[src/hdl/thermal_protection_regs.svh]
// Constants of the thermal protection block
//
// Notes on behaviour
// - Die at about 120 C forces shutdown and trip output, whatever throttle modes.
// - Trip output depends on no processor activity and makes no bus traffic.
// - Sensor value is read only through the register read port.
// - Sensor reading is valid only in the normal package power state.
// - Sensor reports offset below maximum junction temperature, never above it.
// - Register read carries overtemp status bit set when a throttled core stays hot for the whole window.
// - Throttling engages at the same point the sensor reports maximum temperature.
// - Two programmable thresholds raise an interrupt when temperature crosses them.
// - Throttled and still hot sets overtemp status (clears on cooling), latches sticky bit, and pulses interrupt.
// - Hot signal asserted at maximum temperature; control circuit active meanwhile.
// - Interrupt configurable on hot signal assertion, deassertion, or both edges.
// - Hot signal is two-way; external assertion engages the control circuit.
// - One package hot signal, driven whenever any core sensor trips.
// - Internal trip, modulation only: only the hot core has clocks modulated.
// - Internal trip with performance throttle: hot core drops to lowest state.
// - External hot, modulation only enabled: the core's clocks are modulated.
// - External hot with performance throttle: lowest state only, force ignored.
// - Modulation gates clocks at fixed 50% duty until cooled, with hysteresis.
// - Performance throttle holds lowest mode while hot, then returns to request.
`ifndef THERMAL_PROTECTION_REGS_SVH
`define THERMAL_PROTECTION_REGS_SVH
`define CLK_NS 25
`define CATA_TEMP 8'h78
`define HYST_DEG 8'h02
`define MOD_HALF_NS 500
`define MOD_HALF_CYC (`MOD_HALF_NS / `CLK_NS)
`define OOS_NS 10000
`define OOS_CYC (`OOS_NS / `CLK_NS)
`define OFFSET_RST 8'h00
`endif

[src/hdl/thermal_pkg.sv]
// Types shared by the thermal protection block
`default_nettype none
package thermal_pkg;
  // Software configuration held outside in model-specific registers
  typedef struct packed {
    logic tm1_en;
    logic tm2_en;
    logic force_mod;
    logic irq_rise;
    logic irq_fall;
    logic [7:0] thresh0;
    logic [7:0] thresh1;
  } cfg_t;
  // Answer of one sensor register read
  typedef struct packed {
    logic valid;
    logic overtemp_status;
    logic sticky;
    logic [7:0] offset;
  } dts_read_t;
  // Per core state
  typedef struct packed {
    logic valid;
    logic [7:0] offset;
    logic tripped;
    logic [1:0] above;
    logic [9:0] oos_cnt;
    logic overtemp_status;
    logic sticky;
    logic [7:0] mod_cnt;
    logic mod_phase;
  } core_state_t;
endpackage
`default_nettype wire

[src/hdl/thermal_protection_control.sv]
// Thermal protection control: sensor readout, throttling, hot pin and trip
`default_nettype none
`include "thermal_protection_regs.svh"
module thermal_protection_control import thermal_pkg::*; #(
  parameter int NCORES = 2,
  parameter logic [7:0] TJ_MAX = 8'h64,
  parameter int SW = (NCORES > 1) ? $clog2(NCORES) : 1
) (
  // Clock and reset
  input wire logic ref_clk,
  input wire logic rst,
  // Sensor and power state
  input wire logic [NCORES-1:0][7:0] core_temp,
  input wire logic pkg_normal,
  // Configuration and status clear
  input wire cfg_t cfg,
  input wire logic [NCORES-1:0] sticky_clr,
  // Model-specific register read port
  input wire logic msr_rd,
  input wire logic [SW-1:0] msr_core,
  output logic msr_rvalid,
  output dts_read_t msr_rdata,
  // Hot pin, active low, open drain
  input wire logic hot_signal_bidir_in,
  output logic hot_signal_bidir_out,
  output logic hot_signal_bidir_oe_n,
  // Trip, throttles and interrupts
  output logic catastrophic_trip_n,
  output logic [NCORES-1:0] core_clk_run,
  output logic [NCORES-1:0] core_lfm,
  output logic [NCORES-1:0] thermal_irq
);

  localparam logic [7:0] MOD_HALF = 8'(`MOD_HALF_CYC);
  localparam logic [9:0] OOS_CYC = 10'(`OOS_CYC);

  typedef struct packed {
    logic hot_s1;
    logic hot_s2;
    logic hot_d;
    logic trip;
    logic drive_hot;
    logic [1:0] drive_dly;
    logic [NCORES-1:0] run;
    logic [NCORES-1:0] lowest_frequency_mode;
    logic [NCORES-1:0] irq;
    logic rvalid;
    dts_read_t rdata;
    core_state_t [NCORES-1:0] core;
  } state_t;

  state_t s;
  state_t next_s;
  logic ext_hot;
  logic [NCORES-1:0] tripped_vec;
  // Cores at the catastrophic level, seen by the trip assertion
  logic [NCORES-1:0] cata_vec;

  // ----------------------------------------
  // Pin views
  // ----------------------------------------
  // Our own drive reflects on the pin, so the pin counts as external only while we release it.
  // The synchroniser lags the pin by two edges, so our release is masked for two more cycles;
  // otherwise a stale low level would throttle every core as if an outside agent pulled it.
  // external assertion detect
  assign ext_hot = !s.hot_s2 && !s.drive_hot && !(|s.drive_dly);

  always_comb begin
    for (int i = 0; i < NCORES; i++) begin
      tripped_vec[i] = s.core[i].tripped;
      cata_vec[i] = (core_temp[i] >= `CATA_TEMP);
    end
  end

  // ----------------------------------------
  // Next state
  // ----------------------------------------
  always_comb begin
    core_state_t c;
    logic tm1_on;
    logic tm2_on;
    logic oos_hit;
    logic [1:0] above_now;
    logic hot_rise;
    logic hot_fall;
    logic hot_irq;
    logic any_trip;
    c = '0;
    tm1_on = 1'b0;
    tm2_on = 1'b0;
    oos_hit = 1'b0;
    above_now = 2'b00;
    hot_rise = 1'b0;
    hot_fall = 1'b0;
    hot_irq = 1'b0;
    any_trip = 1'b0;
    next_s = s;
    // Two flops before the pin is looked at
    next_s.hot_s1 = hot_signal_bidir_in;
    next_s.hot_s2 = s.hot_s1;
    next_s.hot_d = s.hot_s2;
    hot_rise = !s.hot_s2 && s.hot_d;
    hot_fall = s.hot_s2 && !s.hot_d;
    hot_irq = (hot_rise && cfg.irq_rise) || (hot_fall && cfg.irq_fall);
    any_trip = 1'b0;
    for (int i = 0; i < NCORES; i++) begin
      c = s.core[i];
      if (pkg_normal) begin
        c.offset = (core_temp[i] >= TJ_MAX) ? 8'h00 : 8'(TJ_MAX - core_temp[i]);
        c.valid = 1'b1;
        // trip at sensor maximum, hysteresis on release
        if (c.offset == 8'h00) begin
          c.tripped = 1'b1;
        end else if (c.offset >= `HYST_DEG) begin
          c.tripped = 1'b0;
        end
      end else begin
        c.valid = 1'b0;
      end
      // catastrophic level, no gating by mode or power state; only reset clears it
      if (core_temp[i] >= `CATA_TEMP) begin
        next_s.trip = 1'b1;
      end
      any_trip = any_trip || c.tripped;
      // performance throttle on internal or external hot
      tm2_on = cfg.tm2_en && (s.core[i].tripped || ext_hot);
      // modulation; force over pstate only for internal trips
      tm1_on = cfg.tm1_en && ((s.core[i].tripped && (!cfg.tm2_en || (cfg.force_mod && s.core[i].overtemp_status)))
               || (ext_hot && !cfg.tm2_en));
      // throttled and still hot for the whole window
      if (s.core[i].tripped && (cfg.tm1_en || cfg.tm2_en)) begin
        if (s.core[i].oos_cnt < OOS_CYC) begin
          c.oos_cnt = 10'(s.core[i].oos_cnt + 10'h001);
        end
      end else begin
        c.oos_cnt = 10'h000;
      end
      c.overtemp_status = (c.oos_cnt == OOS_CYC);
      oos_hit = c.overtemp_status && !s.core[i].overtemp_status;
      // sticky, a set beats a clear
      c.sticky = (s.core[i].sticky && !sticky_clr[i]) || c.overtemp_status;
      if (tm1_on) begin
        if (s.core[i].mod_cnt >= MOD_HALF - 8'h01) begin
          c.mod_cnt = 8'h00;
          c.mod_phase = !s.core[i].mod_phase;
        end else begin
          c.mod_cnt = 8'(s.core[i].mod_cnt + 8'h01);
        end
      end else begin
        c.mod_cnt = 8'h00;
        c.mod_phase = 1'b0;
      end
      next_s.run[i] = !tm1_on || s.core[i].mod_phase;
      // lowest mode only while hot; request resumes after
      next_s.lowest_frequency_mode[i] = tm2_on;
      // two threshold crossings in either direction
      above_now[0] = c.offset <= cfg.thresh0;
      above_now[1] = c.offset <= cfg.thresh1;
      if (c.valid) begin
        c.above = above_now;
      end
      next_s.irq[i] = (c.valid && (above_now != s.core[i].above)) || oos_hit || hot_irq;
      next_s.core[i] = c;
    end
    // one package pin for all cores
    next_s.drive_hot = any_trip;
    // Remember our recent drive until the synchroniser has seen the pin released
    next_s.drive_dly = {s.drive_dly[0], s.drive_hot};
    // sensor seen only through the read port
    next_s.rvalid = msr_rd;
    if (msr_rd) begin
      next_s.rdata.valid = s.core[msr_core].valid;
      next_s.rdata.overtemp_status = s.core[msr_core].overtemp_status;
      next_s.rdata.sticky = s.core[msr_core].sticky;
      next_s.rdata.offset = s.core[msr_core].offset;
    end
  end

  // ----------------------------------------
  // State register
  // ----------------------------------------
  always_ff @(posedge ref_clk or posedge rst) begin
    if (rst) begin
      s <= '0;
      s.hot_s1 <= 1'b1;
      s.hot_s2 <= 1'b1;
      s.hot_d <= 1'b1;
      s.run <= '1;
    end else begin
      s <= next_s;
    end
  end

  // ----------------------------------------
  // Outputs
  // ----------------------------------------
  // Pin level is always low; only the enable moves, as open drain needs
  assign hot_signal_bidir_out = 1'b0;
  // drive the pin while any core is hot
  assign hot_signal_bidir_oe_n = !s.drive_hot;
  // plain flop, no bus or core involvement
  assign catastrophic_trip_n = !s.trip;
  assign core_clk_run = s.run;
  assign core_lfm = s.lowest_frequency_mode;
  assign thermal_irq = s.irq;
  assign msr_rvalid = s.rvalid;
  assign msr_rdata = s.rdata;
endmodule // thermal_protection_control
`default_nettype wire

[config.mk]
export PLATFORM = sky130hd
export DESIGN_NAME = thermal_protection_control
export DESIGN_NICKNAME = d
export VERILOG_FILES = /design/src/hdl/thermal_pkg.sv /design/src/hdl/thermal_protection_control.sv
export VERILOG_INCLUDE_DIRS = /design/src /design/src/hdl
export SDC_FILE = /design/constraint.sdc
export NUM_CORES = 1
export LEC_CHECK = 0
export BUFFER_PORTS_ARGS = -buffer_cell sky130_fd_sc_hd__buf_2
export CAP_MARGIN = 5
export CORE_MARGIN = 2
export CORE_UTILIZATION = 53
export DETAILED_ROUTE_END_ITERATION = 8
export PLACE_DENSITY = 0.82
export SYNTH_ARGS = -nofsm -noshare
export SYNTH_HDL_FRONTEND = slang
export SYNTH_SLANG_ARGS = --single-unit
[constraint.sdc]
create_clock -name ref_clk -period 2.7 [get_ports ref_clk]
set_input_delay 0.54 -clock ref_clk [delete_from_list [all_inputs] [get_ports ref_clk]]
set_output_delay 0.54 -clock ref_clk [all_outputs]
set_load 0.05 [all_outputs]
### Word-level counts from Yosys, hierarchy flattened

Cells that the tools add are included.

* add/subtract/negate cells: 6
* $lt $le $gt $ge: 15
* equality and inequality tests: 6
* muxes and demuxes: 23
* reduce and logical (&&, ||, !) cells: 58

Operators by type and width (number)
* $mux W10: 4
* $mux W9: 4
* $mux W33: 1
* $ge A8 B7 Y1 const B: 4
* $le A8 B8 Y1: 4
* $mux W32: 1
* $mux W8: 4
* $logic_and A1 B1 Y1: 23
* $add A10 B1 Y10 const B: 2
* $eq A10 B9 Y1 const B: 2
* $lt A10 B9 Y1 const B: 2
* $logic_or A1 B1 Y1: 17
* $add A8 B1 Y8 const B: 2
* $ge A8 B2 Y1 const B: 2
* $ge A8 B5 Y1 const B: 2
* $logic_not A8 Y1: 2
* $sub A7 B8 Y8 const A: 2
* $logic_not A1 Y1: 14
* $mux W1: 9
* $ne A2 B1 Y1 const B: 2
* $ne A2 B2 Y1: 2
* $lt A1 B2 Y1 const B: 1
* $reduce_bool A2 Y1: 1
* $reduce_or A2 Y1: 1

* register bits after elaboration: 90
* input bits: 45

### Logic depth before layout (Yosys ltp)

Gate-level depths: netlist (run 1).

* depth in word-level cells: 11
* mapped depth: 13
* gate-level depth less buffers: 13

### Least setup slack after synthesis (run 1)

No wires, ideal clock.

* path kind: input-to-reg
* from: input port core_temp[11] in the netlist's numbering
* to: register s, in the netlist thermal_irq[1]
* setup time: 0.140 ns
* arrival time: 2.936 ns
* setup slack: -0.376 ns
* stages on the path: 12
* buffers on the path: 1
* cells stage by stage: clkbuf_1 -> or3_1 -> a31oi_1 -> nand3_1 -> o21ai_0 -> ha_1 -> and4b_1 -> a211oi_1 -> o22ai_1 -> xnor2_1 -> o31ai_1 -> o211ai_1

RTL lines
* start: declaration: RTL line thermal_protection_control.sv:13 `input wire logic [NCORES-1:0][7:0] core_temp,`
* end signal: assignment: RTL line thermal_protection_control.sv:190 `s <= next_s;`
* end: declaration: RTL line thermal_protection_control.sv:52 `state_t s;`

==> results_dict.tcl, run 1 <==
set metrics [dict create \
    status "finished with violations" \
    violations "setup timing" \
    use_met1 0.313 \
    area_growth_pct 24.5 \
    htree_levels 3 \
    fin_tns_setup_ns -0.136 \
    crit_cells 14 \
    core_area_mm2 0.00924 \
    synthTopCellsByArea "dfrtp_1 42%, ha_1 9.4%, nor2_1 3.6%" \
    critPathKind "in2reg" \
    cpMostUsedCell "ha_4" \
    layout_min_cycle_time_ns 2.83 \
    drv_cap 0 \
    antenna_left 0 \
    path_max_fanout 4 \
    rsz0062_at_grt "yes" \
    die_h_um 102 \
    globalplace.congestion 0.889 \
    arrival_ns 3.06 \
    pin_count 66 \
    r2r_start "s[17]" \
    layout.cells.most_common "dfrtp_1" \
    root_buffer "clkbuf_8" \
    routed_via_density 5.57 \
    grt_pass1_vias 4140 \
    synth_top_area_frac 0.420 \
    grt_max_degree 91 \
    fin_ws_ns -0.131 \
    yosys_register_bits 90 \
    rows 35 \
    synth_top_cell_by_area "dfrtp_1" \
    vias 4208 \
    hp-class "in2reg" \
    cp-startpoint "core_temp[9]" \
    mappedNetlistArea_mm2 0.00506 \
    drcViolationCount 0 \
    clock_sinks 90 \
    fillers 697 \
    reg2reg_to "thermal_irq[0]" \
    crit_family "compound AO/OA/AOI/OAI gates" \
    hold_viol 0 \
    reg2reg_slack_ns 0.27 \
    holdBufCountCts 0 \
    ir_drop_mv 0.247 \
    worst-path-buf-inv 2 \
    drt_first_pass_iters 4 \
    cts_inserted_buffers 9 \
    yosysSeqAreaShare 0.446 \
    p_per_area_mw_per_mm2 493 \
    fin_crit_sh 1.05 \
    wl_per_cell_um 16.3 \
    track_usage 0.242 \
    grtUsageMet2 0.411 \
    clk-insertion-delay-late_ns 0.36 \
    synth_cell_types 57 \
    route.final.wire_length_um 12300 \
    path_cells "buf_2 > inv_2 > ha_4 > nor2b_1 > or3_4 > nand3_2 > a32o_2 > ha_4 > a21o_1 > a211oi_2 > o22ai_2 > xnor2_1 > o31ai_1 > o211ai_1" \
    start_util 0.548 \
    final_cell_mix "85 x dfrtp_1, 60 x buf_2, 49 x buf_4" \
    syn_area_per_cell_um2 9.71 \
    synthCells 521 \
    fin_area_mm2 0.00630 \
    met3_usage 0.0393 \
    synth_edf_count 0 \
    slowest_stage "or3_4" \
    hpwlAfterDp_um 8980 \
    yosys_most_used_dff "dfrtp_1" \
    worstPathRequired_ns 2.93 \
    critPathLaunchType "input pin" \
    cpPeakStageDelay_ns 0.39 \
    cts_tree "done" \
    ctsLongestPathBuffers 2 \
    maxSlewHeadroom 0.641 \
    skew_ns 0.0116 \
    async_reset_ff_frac 1.00 \
    slew_viol_final 0 \
    die_w_um 102 \
    antenna_found_initial 0 \
    io_buffer_count 64 \
    grt_pass1_wl_um 19400 \
    final_nets 705 \
    layout-drive-gt1-share 0.317 \
    first_iter_violations 188 \
    endpoint "thermal_irq[1]" \
    grt_overflow 0 \
    critPathCaptureType "register" \
    fmaxAchievable_ghz 0.353 \
    ff2ff_path_depth 6 \
    dieArea_mm2 0.0103 \
    worst_pin_slew_ns 0.532 \
    path_clk_slew_ns 0.09 \
    busiest_layer "met2" \
    dpl_cell_area_mm2 0.00579 \
    p_leak_nw 3.01 \
    finalSetupViolCount 2 \
    ys.warnings.count 0 \
    num_antenna_cells 0 \
]
[where the power goes]
group / internal [mW] / leakage [nW] / switching [mW]
registers: 1.43 / 1.14 / 0.0569
logic: 0.282 / 1.78 / 0.441
clock network: 0.377 / 0.0927 / 0.518
[per-stage QoR]
| stage | hold slack (ns) | total power, mW | utilization | std cells | worst slack (ns) |
|---|---|---|---|---|---|
| global route | 0.252 | 3.25 | 0.682 | 756 | -0.217 |
| global placement | 0.346 | 2.13 | 0.626 | 736 | -0.529 |
| floorplan | 0.345 | 1.95 | - | 527 | -0.159 |
| CTS | 0.259 | 3.04 | 0.652 | 752 | 0.000799 |
| detailed placement | 0.347 | 2.15 | 0.626 | 736 | -0.554 |
| finish | 0.266 | 3.11 | 0.682 | 756 | -0.131 |
[flip-flops by register name (all words and copies together), names as in the netlist]
register	cells
thermal_irq	2
core_clk_run	2
msr_rdata	11
s	68
next_s	4
core_lfm	2
msr_rvalid	1
[what timing repair did]
item | CTS | global route
cloned | 0 | 0
buffers inserted | 0 | 5
pin swaps | 2 | 27
setup endpoints to repair | 2 | 3
gates resized for setup | 14 | 50
[Yosys cell counts (all sizes together) (2+ instances only)]
| cell | instances |
|---|---|
| nand2 | 23 |
| nand2b | 6 |
| clkbuf | 11 |
| a21o | 2 |
| or2 | 5 |
| nand3 | 19 |
| and3 | 2 |
| nor2 | 50 |
| dfstp | 5 |
| o21ai | 28 |
| nand4 | 16 |
| and4 | 2 |
| a31oi | 8 |
| o311ai | 2 |
| o31ai | 3 |
| o211ai | 8 |
| o21bai | 3 |
| dfrtp | 85 |
| inv | 47 |
| a21boi | 2 |
| or3 | 5 |
| a32o | 2 |
| and2 | 3 |
| ha | 38 |
| buf | 18 |
| xnor2 | 15 |
| o21a | 5 |
| nor2b | 12 |
| nor4 | 2 |
| nor3 | 8 |
| xor2 | 12 |
| a21oi | 28 |
| nor3b | 4 |
| a211oi | 4 |
| nand3b | 2 |
| mux2i | 14 |
| mux2 | 6 |
[metal layers]
layer	vias up	part of all wire
met5	-	0
met1	2037	0.42
met4	0	0.030
li1	2002	-
met2	138	0.49
met3	31	0.053
[layout make-up]
| type | instances | area (µm²) | area share |
|---|---|---|---|
| clock buffer | 10 | 138 | 0.0218 |
| tap | 129 | 161 | 0.0256 |
| sequential | 90 | 2260 | 0.358 |
| multi-input combinational | 361 | 2780 | 0.442 |
| timing repair buffer | 113 | 722 | 0.115 |
| inverter | 47 | 180 | 0.0286 |
| clock inverter | 6 | 57.6 | 0.00913 |
[worst min path at each step]
stage / start / to / slack, ns / depth (start not counted)
2_1_floorplan: next_s[89] / next_s[88] / 0.35 / 0
3_3_place_gp: next_s[89] / next_s[88] / 0.35 / 0
6_report: hot_signal_bidir_in / next_s[89] / 0.27 / 1
4_1_cts: hot_signal_bidir_in / next_s[89] / 0.26 / 1
5_1_grt: hot_signal_bidir_in / next_s[89] / 0.25 / 1
3_5_place_dp: next_s[89] / next_s[88] / 0.35 / 0
[cell families after synthesis]
kind of cell,share of synthesized area
flops,0.446
mux,0.0410
buf+inv,0.0697
other cells,0.000741
fa+ha+maj,0.0940
xor+xnor,0.0467
compound gates,0.134
simple gates,0.167
No activity file was read; power rests on OpenSTA's default activity.
==> inputs of run 2 (changes only) <==
Settings changed: CORE_UTILIZATION 53 to 62, PLACE_DENSITY 0.82 to 0.9.
Clock period 2.7 ns to 3.7 ns, I/O delays scaled along.
==> results_dict.tcl, run 2 (synthesis gave the netlist of run 1 again) <==
set metrics [dict create \
    status "finished clean" \
    path_clk_slew_ns 0.10 \
    drv_cap 0 \
    largest_register_ff_count 68 \
    routed_via_density 6.03 \
    holdBufCountCts 0 \
    layout-drive-gt1-share 0.186 \
    hp-class "in2async" \
    fillers 555 \
    grt_max_degree 36 \
    first_iter_violations 331 \
    htree_levels 3 \
    clk-insertion-delay-late_ns 0.37 \
    antenna_found_initial 0 \
    p_leak_nw 2.74 \
    final_cell_mix "85 x dfrtp_1, 64 x buf_2, 49 x nor2_1" \
    maxSlewHeadroom 0.575 \
    hold_viol 0 \
    fin_crit_sh 0.907 \
    track_usage 0.286 \
    post_cts_buffers 0 \
    cts_tree "done" \
    grt_pass1_wl_um 19500 \
    grt_overflow 0 \
    critPathCaptureType "register" \
    drt_first_pass_iters 5 \
    reg2reg_slack_ns 1.13 \
    fin_tns_setup_ns 0 \
    wl_per_cell_um 16.9 \
    fin_area_mm2 0.00561 \
    ff2ff_path_depth 6 \
    place_inst 671 \
    skew_ns 0.0136 \
    r2r_start "s[17]" \
    critPathKind "in2reg" \
    layout_min_cycle_time_ns 3.36 \
    grt_pass1_vias 4025 \
    die_w_um 94.3 \
    worst_pin_slew_ns 0.628 \
    fmaxAchievable_ghz 0.298 \
    p_per_area_mw_per_mm2 394 \
    cts_resized 0 \
    start_util 0.648 \
    vias 4146 \
    place_ws_ns 0.00652 \
    clock_sinks 90 \
    arrival_ns 3.58 \
    final_nets 663 \
    die_h_um 94.3 \
    ctsLongestPathBuffers 2 \
    p_total_mw 2.21 \
    fin_ws_ns 0.343 \
    hpwlAfterDp_um 8930 \
    path_max_fanout 9 \
    area_growth_pct 10.8 \
    layout.cells.most_common "dfrtp_1" \
    route.final.wire_length_um 11600 \
    cts_inserted_buffers 9 \
    instances_no_fill 687 \
    num_antenna_cells 0 \
    reg2reg_to "thermal_irq[0]" \
    dieArea_mm2 0.00890 \
    drcViolationCount 0 \
    holdWs_ns 0.367 \
    io_buffer_count 64 \
    ir_drop_mv 0.277 \
    root_buffer "clkbuf_8" \
    worstPathRequired_ns 3.93 \
    globalplace.congestion 0.979 \
    critPathLaunchType "input pin" \
    core_area_mm2 0.00781 \
    antenna_left 0 \
    pin_count 66 \
    finalSetupViolCount 0 \
    rsz0062_at_grt "no" \
    slew_viol_final 0 \
    top_register "s" \
    post-route-util 0.718 \
    dpl_cell_area_mm2 0.00541 \
    rows 32 \
]
-- run 2: cell types whose count changed in the layout (fill, tap and decap cells not counted), moves of 4 or more --
cell	before	now
buf_4	49	7
o21ai_0	18	27
ha_1	30	38
o21ai_2	8	0
ha_4	7	0
nand3_1	12	19
nand3_2	6	0
buf_2	60	64
-- run 2: how the worst max path moves through the flow --
stage | from | end | slack [ns] | depth (start not counted)
after floorplan | core_temp[11] | thermal_irq[1] | 0.42 | 12
after global placement | core_temp[11] | thermal_irq[1] | 0.11 | 12
after detailed placement | core_temp[11] | thermal_irq[1] | 0.007 | 12
after CTS | core_temp[11] | thermal_irq[1] | 0.40 | 12
after global routing | core_temp[11] | thermal_irq[1] | 0.15 | 12
final | core_temp[11] | thermal_irq[1] | 0.34 | 12
-- run 2: layer usage --
metal | vias to the layer above | wire length (µm) | GRT usage
li1 | 1921 | - | -
met1 | 2030 | 4970 | 0.391
met2 | 173 | 5720 | 0.467
met5 | - | 0 | 0
met3 | 22 | 747 | 0.0551
met4 | 0 | 200 | 0.0833
-- run 2: cell type report --
cell class              count  area (µm²)  share of cell area
clock inverters             6        72.6              0.0129
multi-input cells         361        2470               0.441
well taps                 102         128              0.0228
clock buffers              10         128              0.0228
repair buffers             71         373              0.0665
flip-flops and latches     90        2260               0.403
inverters                  47         178              0.0317
-- run 2: worst max-delay path: stages --
cell	delay, ns
buf_2	0.15
or3_1	0.38
a31oi_1	0.40
nand2_1	0.15
o2bb2ai_1	0.34
ha_1	0.31
nand4_1	0.12
nor2_1	0.07
a211oi_1	0.44
nor3_1	0.11
o31ai_1	0.26
o211ai_1	0.12
-- run 2: where the power goes --
part / total [mW] / switching, mW / internal (mW)
registers: 1.09 / 0.0455 / 1.04
clock network: 0.693 / 0.371 / 0.322
logic: 0.426 / 0.281 / 0.145
